--- config.mk ---
export PLATFORM = sky130hd
export DESIGN_NAME = ccpu_top
export DESIGN_NICKNAME = d
export VERILOG_FILES = /design/src/rtl/ccpu_pkg.sv /design/src/rtl/ccpu_pin_sync.sv /design/src/rtl/ccpu_prescaler.sv /design/src/rtl/ccpu_top.sv
export VERILOG_INCLUDE_DIRS = /design/src /design/src/rtl
export SDC_FILE = /design/constraint.sdc
export NUM_CORES = 1
export LEC_CHECK = 0
export BUFFER_PORTS_ARGS = -buffer_cell sky130_fd_sc_hd__buf_2
export CELL_PAD_IN_SITES_DETAIL_PLACEMENT = 1
export CELL_PAD_IN_SITES_GLOBAL_PLACEMENT = 2
export CORE_ASPECT_RATIO = 1.25
export CORE_MARGIN = 1.5
export CORE_UTILIZATION = 38
export CTS_BUF_LIST = sky130_fd_sc_hd__clkbuf_4 sky130_fd_sc_hd__clkbuf_8
export CTS_CLUSTER_SIZE = 40
export DETAILED_ROUTE_END_ITERATION = 6
export PLACE_DENSITY = 0.95
export SYNTH_ARGS = -nofsm -noshare
export SYNTH_HDL_FRONTEND = slang
export SYNTH_SLANG_ARGS = --single-unit
--- constraint.sdc ---
create_clock -name ref_clk -period 3.59 [get_ports ref_clk]
set_input_delay 0.718 -clock ref_clk [delete_from_list [all_inputs] [get_ports ref_clk]]
set_output_delay 0.718 -clock ref_clk [all_outputs]
set_load 0.01 [all_outputs]
--- src/rtl/ccpu_cfg.svh ---
/*
 * Constants of the capture/compare/PWM unit: register offsets, field
 * positions, reset values and prescaler masks.
 * Assumes it is included by bare name by every module of the unit.
 */
// Notes on behaviour
// - mode 0000 disables, resets; 0001/0011 do nothing
// - mode 0010 toggles pin, sets flag on match
// - capture: fall, rise, 4th rise, 16th rise
// - mode 1000: start low, match forces high
// - mode 1001: start high, match forces low
// - mode 1010: flag only, pin left to port
// - mode 1011: flag, timer reset, second starts conversion
// - first instance never requests a conversion
// - PWM duty is data low byte plus two bits
// - control and both data bytes are read/write
// - capture/compare use 16-bit timers, PWM period timer
// - external select picks timer per instance
// - both PWMs share the period timer event
// - open-drain select per instance for output modes
// - route bit moves second pin, default primary
// - capture copies selected timer into data
// - capture sets flag; only software clears it
// - new capture overwrites unread data
// - capture still sees pin while driven
// - capture mode change may raise spurious flag
// - prescaler cleared when off or not capturing
// - switching prescalers keeps counter, may fire early
// - compare data against selected timer for match
`ifndef CCPU_CFG_SVH
`define CCPU_CFG_SVH

`define CCPU_TW          16
`define CCPU_SUB_CTRL    4'h0
`define CCPU_SUB_DLOW    4'h4
`define CCPU_SUB_DHIGH   4'h8
`define CCPU_OFS_FLAGS   8'h20
`define CCPU_OFS_STATUS  8'h24
`define CCPU_CTRL_MASK   8'h3F
`define CCPU_CTRL_RST    8'h00
`define CCPU_DUTY_HI     5
`define CCPU_DUTY_LO     4
`define CCPU_MODE_HI     3
`define CCPU_GRP_CAP     2'h1
`define CCPU_GRP_CMP     2'h2
`define CCPU_GRP_PWM     2'h3
`define CCPU_TSEL_BOTHB  1
`define CCPU_TSEL_SPLIT  0
`define CCPU_PS4_MASK    4'h3
`define CCPU_PS16_MASK   4'hF
`define CCPU_PS_CLR      4'h0

`endif

--- src/rtl/ccpu_pkg.sv ---
/*
 * Types of the capture/compare/PWM unit: mode encoding and the state
 * records of each module.
 * Assumes ccpu_cfg.svh is on the include path.
 */
`include "ccpu_cfg.svh"
package ccpu_pkg;
	typedef enum logic [3:0] {
		CCPU_M_OFF      = 4'h0,
		CCPU_M_RSV1     = 4'h1,
		CCPU_M_TOGGLE   = 4'h2,
		CCPU_M_RSV3     = 4'h3,
		CCPU_M_CAP_FALL = 4'h4,
		CCPU_M_CAP_RISE = 4'h5,
		CCPU_M_CAP_4    = 4'h6,
		CCPU_M_CAP_16   = 4'h7,
		CCPU_M_SET_HI   = 4'h8,
		CCPU_M_SET_LO   = 4'h9,
		CCPU_M_SOFT     = 4'hA,
		CCPU_M_SPECIAL  = 4'hB,
		CCPU_M_PWM_0    = 4'hC,
		CCPU_M_PWM_1    = 4'hD,
		CCPU_M_PWM_2    = 4'hE,
		CCPU_M_PWM_3    = 4'hF
	} ccpu_mode_e;

	typedef struct packed {
		logic [2:0] stage;
		logic       level;
		logic       rise;
		logic       fall;
	} ccpu_sync_s;

	typedef struct packed {
		logic [3:0] count;
	} ccpu_pre_s;

	typedef struct packed {
		logic [1:0][7:0]           ctrl;
		logic [1:0][`CCPU_TW-1:0]  data;
		logic [1:0][9:0]           duty;
		logic [1:0]                latch;
		logic [1:0]                matchPrev;
		logic [1:0]                flag;
		logic                      timerARst;
		logic                      timerBRst;
		logic                      adcStart;
		logic                      pinAOut;
		logic                      pinAOe;
		logic                      primOut;
		logic                      primOe;
		logic                      altOut;
		logic                      altOe;
		logic [31:0]               prdata;
		logic                      pready;
		logic                      pslverr;
	} ccpu_top_s;
endpackage

--- src/rtl/ccpu_pin_sync.sv ---
/*
 * Three-stage synchroniser for a capture pin with edge pulses.
 * Assumes the pin is asynchronous to ref_clk.
 */
`timescale 1ns/1ps
`include "ccpu_cfg.svh"
module ccpu_pin_sync (
	// clock and reset
	input  wire logic ref_clk,
	input  wire logic rst_n,
	input  wire logic clkEn,
	// pin and edges
	input  wire logic pinIn,
	output logic      level,
	output logic      rise,
	output logic      fall
);
	ccpu_pkg::ccpu_sync_s s_q, s_d;

	always_comb begin
		s_d = s_q;
		s_d.stage = {s_q.stage[1:0], pinIn};
		s_d.rise = 1'b0;
		s_d.fall = 1'b0;
		if ((s_q.stage[1] == s_q.stage[2]) && (s_q.stage[2] != s_q.level)) begin
			s_d.level = s_q.stage[2];
			s_d.rise = s_q.stage[2];
			s_d.fall = !s_q.stage[2];
		end
	end

	always_ff @(posedge ref_clk or negedge rst_n) begin
		if (!rst_n) begin
			s_q <= '0;
		end else if (clkEn) begin
			s_q <= s_d;
		end
	end

	assign level = s_q.level;
	assign rise  = s_q.rise;
	assign fall  = s_q.fall;
endmodule

--- src/rtl/ccpu_prescaler.sv ---
/*
 * Capture event selection and prescaler counter for one instance.
 * Assumes rise/fall are one-cycle pulses from the pin synchroniser.
 */
`timescale 1ns/1ps
`include "ccpu_cfg.svh"
module ccpu_prescaler (
	// clock and reset
	input  wire logic       ref_clk,
	input  wire logic       rst_n,
	input  wire logic       clkEn,
	// mode and edges
	input  wire logic [3:0] mode,
	input  wire logic       rise,
	input  wire logic       fall,
	// event
	output logic            capture
);
	ccpu_pkg::ccpu_pre_s s_q, s_d;
	logic [3:0]          mask;

	always_comb begin
		s_d = s_q;
		capture = 1'b0;
		mask = `CCPU_PS16_MASK;
		case (ccpu_pkg::ccpu_mode_e'(mode))
			ccpu_pkg::CCPU_M_CAP_FALL: capture = fall;
			ccpu_pkg::CCPU_M_CAP_RISE: capture = rise;
			ccpu_pkg::CCPU_M_CAP_4, ccpu_pkg::CCPU_M_CAP_16: begin
				if (mode == ccpu_pkg::CCPU_M_CAP_4) begin
					mask = `CCPU_PS4_MASK;
				end
				if (rise) begin
					capture = ((s_q.count & mask) == mask);
					s_d.count = s_q.count + 4'h1;
				end
			end
			default: s_d.count = `CCPU_PS_CLR;
		endcase
	end

	always_ff @(posedge ref_clk or negedge rst_n) begin
		if (!rst_n) begin
			s_q <= '0;
		end else if (clkEn) begin
			s_q <= s_d;
		end
	end
endmodule

--- src/rtl/ccpu_top.sv ---
/*
 * Two-instance capture/compare/PWM unit with an APB register slave.
 * Assumes timers, period timer and port latches live outside, on
 * ref_clk; pins are asynchronous and resolved by the testbench.
 */
`timescale 1ns/1ps
`include "ccpu_cfg.svh"
module ccpu_top (
	// clock and reset
	input  wire logic              ref_clk,
	input  wire logic              rst_n,
	input  wire logic              clkEn,
	// apb slave
	input  wire logic              psel,
	input  wire logic              penable,
	input  wire logic              pwrite,
	input  wire logic [7:0]        paddr,
	input  wire logic [31:0]       pwdata,
	output logic [31:0]            prdata,
	output logic                   pready,
	output logic                   pslverr,
	// timer bases
	input  wire logic [`CCPU_TW-1:0] timerACount,
	input  wire logic [`CCPU_TW-1:0] timerBCount,
	input  wire logic [1:0]        timerSelect,
	input  wire logic [7:0]        periodTimer,
	input  wire logic              periodEvent,
	// pin configuration
	input  wire logic [1:0]        openDrainSel,
	input  wire logic              secondPinRouteCfg,
	// first instance pin
	input  wire logic              pinAIn,
	output logic                   pinAOut,
	output logic                   pinAOe,
	// second instance pins
	input  wire logic              primaryPortPinIn,
	output logic                   primaryPortPinOut,
	output logic                   primaryPortPinOe,
	input  wire logic              alternatePortPinIn,
	output logic                   alternatePortPinOut,
	output logic                   alternatePortPinOe,
	// side effects
	output logic [1:0]             unitIrqFlag,
	output logic                   timerAReset,
	output logic                   timerBReset,
	output logic                   adcStart
);

	////////////////////////////////////////////////////////////////////

	ccpu_pkg::ccpu_top_s        s_q, s_d;
	logic [1:0][`CCPU_TW-1:0]   timerVal;
	logic [1:0][3:0]            mode;
	logic [1:0]                 useB;
	logic [1:0]                 capMode;
	logic [1:0]                 cmpMode;
	logic [1:0]                 pwmMode;
	logic [1:0]                 match;
	logic [1:0]                 matchEv;
	logic [1:0]                 pinIn;
	logic [1:0]                 pinLevel;
	logic [1:0]                 rise;
	logic [1:0]                 fall;
	logic [1:0]                 capEv;
	logic                       ch;
	logic                       inChan;
	logic                       wrEn;
	logic [31:0]                rdVal;
	logic                       rdErr;

	function automatic logic drivesPin(input logic [3:0] m);
		drivesPin = (m[3:2] == `CCPU_GRP_PWM) || (m == ccpu_pkg::CCPU_M_TOGGLE) ||
			((m[3:2] == `CCPU_GRP_CMP) && (m != ccpu_pkg::CCPU_M_SOFT));
	endfunction

	////////////////////////////////////////////////////////////////////

	assign pinIn[0] = pinAIn;
	assign pinIn[1] = secondPinRouteCfg ? primaryPortPinIn : alternatePortPinIn;

	genvar g;
	for (g = 0; g < 2; g++) begin : gCh
		assign useB[g] = timerSelect[`CCPU_TSEL_BOTHB] |
			(timerSelect[`CCPU_TSEL_SPLIT] & (g == 1));
		assign timerVal[g] = useB[g] ? timerBCount : timerACount;
		assign mode[g]     = s_q.ctrl[g][`CCPU_MODE_HI:0];
		assign capMode[g]  = (mode[g][3:2] == `CCPU_GRP_CAP);
		assign cmpMode[g]  = (mode[g][3:2] == `CCPU_GRP_CMP) ||
			(mode[g] == ccpu_pkg::CCPU_M_TOGGLE);
		assign pwmMode[g]  = (mode[g][3:2] == `CCPU_GRP_PWM);
		assign match[g]    = cmpMode[g] && (s_q.data[g] == timerVal[g]);
		assign matchEv[g]  = match[g] && !s_q.matchPrev[g];

		ccpu_pin_sync uSync (
			.ref_clk (ref_clk),
			.rst_n   (rst_n),
			.clkEn   (clkEn),
			.pinIn   (pinIn[g]),
			.level   (pinLevel[g]),
			.rise    (rise[g]),
			.fall    (fall[g])
		);

		ccpu_prescaler uPre (
			.ref_clk (ref_clk),
			.rst_n   (rst_n),
			.clkEn   (clkEn),
			.mode    (mode[g]),
			.rise    (rise[g]),
			.fall    (fall[g]),
			.capture (capEv[g])
		);
	end

	////////////////////////////////////////////////////////////////////
	// apb decode: one access cycle, read data staged in setup

	assign ch     = paddr[4];
	assign inChan = (paddr < `CCPU_OFS_FLAGS);
	assign wrEn   = psel && penable && s_q.pready && pwrite;

	always_comb begin
		rdVal = 32'h0;
		rdErr = 1'b0;
		if (inChan) begin
			case (paddr[3:0])
				`CCPU_SUB_CTRL:  rdVal[7:0] = s_q.ctrl[ch] & `CCPU_CTRL_MASK;
				`CCPU_SUB_DLOW:  rdVal[7:0] = s_q.data[ch][7:0];
				`CCPU_SUB_DHIGH: rdVal[7:0] = s_q.data[ch][15:8];
				default:         rdErr = 1'b1;
			endcase
		end else if (paddr == `CCPU_OFS_FLAGS) begin
			rdVal[2:0] = {s_q.flag, 1'b0};
		end else if (paddr == `CCPU_OFS_STATUS) begin
			rdVal[3:0] = {pinLevel, s_q.latch};
		end else begin
			rdErr = 1'b1;
		end
	end

	////////////////////////////////////////////////////////////////////

	always_comb begin
		logic [7:0] newCtrl;
		logic [9:0] newDuty;
		logic [1:0] lvl;
		logic [1:0] oe;
		logic [1:0] out;
		newCtrl = pwdata[7:0] & `CCPU_CTRL_MASK;
		newDuty = 10'h000;
		lvl = 2'h0;
		oe = 2'h0;
		out = 2'h0;
		s_d = s_q;
		s_d.pready = psel && !penable;
		if (psel && !penable) begin
			s_d.prdata = rdVal;
			s_d.pslverr = rdErr;
		end
		s_d.timerARst = 1'b0;
		s_d.timerBRst = 1'b0;
		s_d.adcStart = 1'b0;
		if (wrEn && (paddr == `CCPU_OFS_FLAGS)) begin
			s_d.flag = s_q.flag & ~pwdata[2:1];
		end
		for (int i = 0; i < 2; i++) begin
			// off resets instance
			// applied first, so a write leaving off still sets its entry level
			if (mode[i] == ccpu_pkg::CCPU_M_OFF) begin
				s_d.latch[i] = 1'b0;
				s_d.matchPrev[i] = 1'b0;
				s_d.duty[i] = 10'h000;
			end
			if (wrEn && inChan && (ch == 1'(i))) begin
				case (paddr[3:0])
					`CCPU_SUB_CTRL: begin
						s_d.ctrl[i] = newCtrl;
						if (newCtrl == `CCPU_CTRL_RST) begin
							s_d.latch[i] = 1'b0;
						end
						if (newCtrl[3:0] != mode[i]) begin
							if (newCtrl[3:0] == ccpu_pkg::CCPU_M_SET_HI) begin
								s_d.latch[i] = 1'b0;
							end
							if (newCtrl[3:0] == ccpu_pkg::CCPU_M_SET_LO) begin
								s_d.latch[i] = 1'b1;
							end
						end
					end
					`CCPU_SUB_DLOW:  s_d.data[i][7:0] = pwdata[7:0];
					`CCPU_SUB_DHIGH: s_d.data[i][15:8] = pwdata[7:0];
					default: ;
				endcase
			end
			s_d.matchPrev[i] = match[i];
			if (matchEv[i]) begin
				case (ccpu_pkg::ccpu_mode_e'(mode[i]))
					ccpu_pkg::CCPU_M_TOGGLE: begin
						s_d.latch[i] = !s_q.latch[i];
						s_d.flag[i] = 1'b1;
					end
					ccpu_pkg::CCPU_M_SET_HI: begin
						s_d.latch[i] = 1'b1;
						s_d.flag[i] = 1'b1;
					end
					ccpu_pkg::CCPU_M_SET_LO: begin
						s_d.latch[i] = 1'b0;
						s_d.flag[i] = 1'b1;
					end
					ccpu_pkg::CCPU_M_SOFT: s_d.flag[i] = 1'b1;
					ccpu_pkg::CCPU_M_SPECIAL: begin
						s_d.flag[i] = 1'b1;
						if (useB[i]) begin
							s_d.timerBRst = 1'b1;
						end else begin
							s_d.timerARst = 1'b1;
						end
						if (i == 1) begin
							s_d.adcStart = 1'b1;
						end
					end
					default: ;
				endcase
			end
			if (capEv[i]) begin
				s_d.data[i] = timerVal[i];
				s_d.flag[i] = 1'b1;
			end
			if (pwmMode[i]) begin
				if (periodEvent) begin
					// duty from low byte and bits
					newDuty = {s_q.data[i][7:0],
						s_q.ctrl[i][`CCPU_DUTY_HI:`CCPU_DUTY_LO]};
					s_d.duty[i] = newDuty;
					s_d.latch[i] = (newDuty != 10'h000);
				end else if ({periodTimer, 2'h0} >= s_q.duty[i]) begin
					s_d.latch[i] = 1'b0;
				end
			end
			lvl[i] = s_d.latch[i];
			oe[i] = drivesPin(s_d.ctrl[i][`CCPU_MODE_HI:0]) && !(openDrainSel[i] && lvl[i]);
			out[i] = lvl[i] && !openDrainSel[i];
		end
		s_d.pinAOut = out[0];
		s_d.pinAOe = oe[0];
		s_d.primOut = out[1];
		s_d.primOe = oe[1] && secondPinRouteCfg;
		s_d.altOut = out[1];
		s_d.altOe = oe[1] && !secondPinRouteCfg;
	end

	// frozen while clkEn is low, bus included: a missed setup edge stalls the master for good, a missed access edge drops the write
	always_ff @(posedge ref_clk or negedge rst_n) begin
		if (!rst_n) begin
			s_q <= '0;
		end else if (clkEn) begin
			s_q <= s_d;
		end
	end

	////////////////////////////////////////////////////////////////////

	assign prdata              = s_q.prdata;
	assign pready              = s_q.pready;
	assign pslverr             = s_q.pslverr;
	assign pinAOut             = s_q.pinAOut;
	assign pinAOe              = s_q.pinAOe;
	assign primaryPortPinOut   = s_q.primOut;
	assign primaryPortPinOe    = s_q.primOe;
	assign alternatePortPinOut = s_q.altOut;
	assign alternatePortPinOe  = s_q.altOe;
	assign unitIrqFlag         = s_q.flag;
	assign timerAReset         = s_q.timerARst;
	assign timerBReset         = s_q.timerBRst;
	assign adcStart            = s_q.adcStart;
endmodule

==> results_dict.tcl <==
set metrics [dict create \
    drt_pass1_iterations 7 \
    routed_wl_um 23170 \
    period_share 0.8821 \
    ys_async_sr_fraction 1.000 \
    power.leakage_uw 0.003701 \
    grt_max_degree 71 \
    p_sw_frac 0.2949 \
    multi_input_area_um2 4011 \
    tns_ns 0 \
    grt_first_pass_wirelength_um 36420 \
    vias 6182 \
    register_area_um2 2703 \
    drive_gt1_frac 0.2288 \
    run_status "complete, but fails checks" \
    avgSynthCellArea_um2 9.315 \
    dpl-instance-area_um2 7784 \
    ys_top_cells_by_area "dfrtp_1, mux2_2, mux2i_1" \
    cp.required_ns 3.86 \
    clock_latency_ns 0.39 \
    numPortBuffers 91 \
    hpwlAfterDp_um 17680 \
    place_congestion 0.8814 \
    areaGrowthSynthToFinish_pct 10.89 \
    cpLargestDelayFamily "compound AO/OA/AOI/OAI gates" \
    maxCapViolCount 0 \
    num_antenna_cells 0 \
    hold_viol_final 0 \
    post-cts-setup-buffers 0 \
    clockBufferDepth 2 \
    yosys_warnings 0 \
    arrival_ns 3.43 \
    path_class "in -> reg" \
    intPower_uw 1783 \
    wl_per_cell_um 21.45 \
    core_area_um2 18640 \
    path_cells "buf_2 > nor2_1 > buf_4 > a2111oi_0 > o22ai_1 > a211o_1 > or4_1 > a311oi_1 > o2bb2ai_1" \
    ir_drop_v 0.0002105 \
    synth_flop_cell "dfrtp_1" \
    cpMaxStageDelayCell "or4_1" \
    yosysTopAreaCell "dfrtp_1" \
    seq_area_frac_synth 0.3753 \
    grtUsageTotal 0.2408 \
    initial_core_util 0.3863 \
    netlist_area_um2 7201 \
    p_seq_frac 0.524 \
    ys_ff_latch 108 \
    end_kind "register" \
    setup_viol 0 \
    nNetsFinal 956 \
    die_h_um 156.9 \
    overflow 0 \
    max_freq_mhz 315.8 \
    via_per_inst 5.724 \
    cts_htree_levels 3 \
    synth.distinct_cells 72 \
    period_needed_ns 3.167 \
    cts_root_buf "clkbuf_8" \
    hold_class "in -> async" \
    fin_skew_ns 0.01629 \
    boundaryPins 140 \
    synth_top_area_frac 0.3753 \
    p_per_area_nw_per_um2 316.6 \
    power.share.clock 0.308 \
    cp-start-kind "input pin" \
    slew_viol_final 0 \
    cts_hold_buf 0 \
    rows 56 \
    p_switching_uw 745.5 \
    drc_errors 5 \
    grt_antenna_before_repair 1 \
    numCtsBuffers 9 \
    cpPeakStageDelay_ns 0.59 \
    violations "DRC" \
    cts.sink_count 108 \
    rsz0062_at_grt "no" \
    postRouteAntennaNets 0 \
    path_clk_slew_ns 0.10 \
    die_w_um 126.1 \
    synth_edf_count 0 \
    tightestPinTransition_ns 0.9462 \
    dieArea_um2 19790 \
    slew_headroom 0.3692 \
    cts_resized 0 \
    comb_power_share 0.168 \
    n_fill_cell 2227 \
    tritoncts "done" \
    crit_path_max_fanout 14 \
    fin_area_um2 7985 \
    grt_pass1_vias 6596 \
    cp.buffers_inverters 2 \
    syn_inst 773 \
    first_iter_violations 448 \
]
-- per-stage QoR --
stage               utilization  total power, uW  setup slack [ns]  cells  hold slack, ns
floorplan                     -             1590            0.7052    796          0.4224
global placement         0.4176             1755            0.2164   1064          0.4612
detailed placement       0.4176             1771           0.06278   1064          0.4655
CTS                      0.4284             2549            0.4899   1080          0.4886
global route             0.4284             2644            0.2825   1080          0.5168
finish                   0.4284             2528            0.4231   1080          0.4644
-- synth_stat cells, types with 18 or more instances --
cell / instances
mux2_2: 58
xor2_1: 18
a21oi_1: 44
buf_4: 36
xnor2_1: 18
dfrtp_1: 108
mux2i_1: 40
nor2_1: 63
o21ai_0: 39
nand2_1: 55
ha_1: 18
a22o_1: 27
inv_1: 39
clkbuf_1: 31
-- sequential cells by signal, summed over array words and instances (netlist names), 2 cells and up --
signal,count
gCh.uPre.s_q,8
gCh.uSync.fall,2
gCh.uSync.level,2
gCh.uSync.rise,2
gCh.uSync.s_d,4
gCh.uSync.s_q,2
mode,8
prdata,8
s_q,60
unitIrqFlag,2
-- cell type report --
class                   count  area share
clock buffers              11     0.01896
clock inverters             5    0.006268
inverters                  41     0.01927
multi-input cells         573      0.5024
flip-flops and latches    108      0.3385
well taps                 232     0.03635
repair buffers            110     0.07835
-- routing by layer --
layer	global-route usage	vias to the layer above	share of wire	routed length, um
met5	0	-	0	0
met4	0.1423	0	0.053	1220
met3	0.02787	57	0.048	1109
met2	0.4121	195	0.49	11250
met1	0.2936	3057	0.41	9591
li1	-	2873	-	-
-- cell usage in the layout, fill, tap and decap left out, drive strengths merged, types with 4 or more instances in the layout --
cell / instances
a2111oi: 4
a21oi: 44
a221oi: 12
a22o: 27
a31oi: 5
and2: 6
buf: 110
clkbuf: 11
clkinv: 6
conb: 24
dfrtp: 108
ha: 18
inv: 39
mux2: 59
mux2i: 41
nand2: 55
nand2b: 7
nand3: 14
nor2: 63
nor2b: 9
nor3: 15
nor4: 14
o21ai: 41
o22ai: 5
o31ai: 4
or2: 4
or3: 5
or4: 5
xnor2: 18
xor2: 18
-- kinds of logic after synthesis --
| kind of cell | share of synthesized area |
|---|---|
| adder cells (fa/ha/maj) | 0.03128 |
| AO/OA/AOI/OAI | 0.1743 |
| XOR/XNOR | 0.04379 |
| multiplexers | 0.1503 |
| AND/OR/NAND/NOR | 0.1444 |
| flip-flops | 0.3753 |
| other | 0.0005208 |
| buffers and inverters | 0.08010 |
-- power by group through the flow --
stage / Clock [uW] / Sequential, uW / Combinational (uW)
after floorplan: 0 / 1320 / 267
after global placement: 0 / 1340 / 411
after detailed placement: 0 / 1350 / 423
after CTS: 800 / 1320 / 426
after global routing: 846 / 1330 / 466
final: 780 / 1320 / 424
-- worst reg2reg max path, cell delays in order (launching register included) --
cell	delay [ns]
dfrtp_1	0.45
xor2_1	0.18
a2111oi_0	0.53
o22ai_1	0.14
a211o_1	0.34
or4_1	0.59
a311oi_1	0.44
o2bb2ai_1	0.12
-- worst paths after layout --
check,startpoint,end,slack [ns],depth (start not counted)
max in group asynchronous,rst_n,s_q[97],2.37,2
min in group ref_clk,prdata[1],prdata[1],0.48,2
max,timerSelect[0],primaryPortPinOe,0.42,9
min,rst_n,pready,0.46,1
max reg2reg,s_q[100],primaryPortPinOe,0.68,7
min reg2reg,prdata[1],prdata[1],0.48,2
Note: power is estimated with default switching activity, not from simulation.
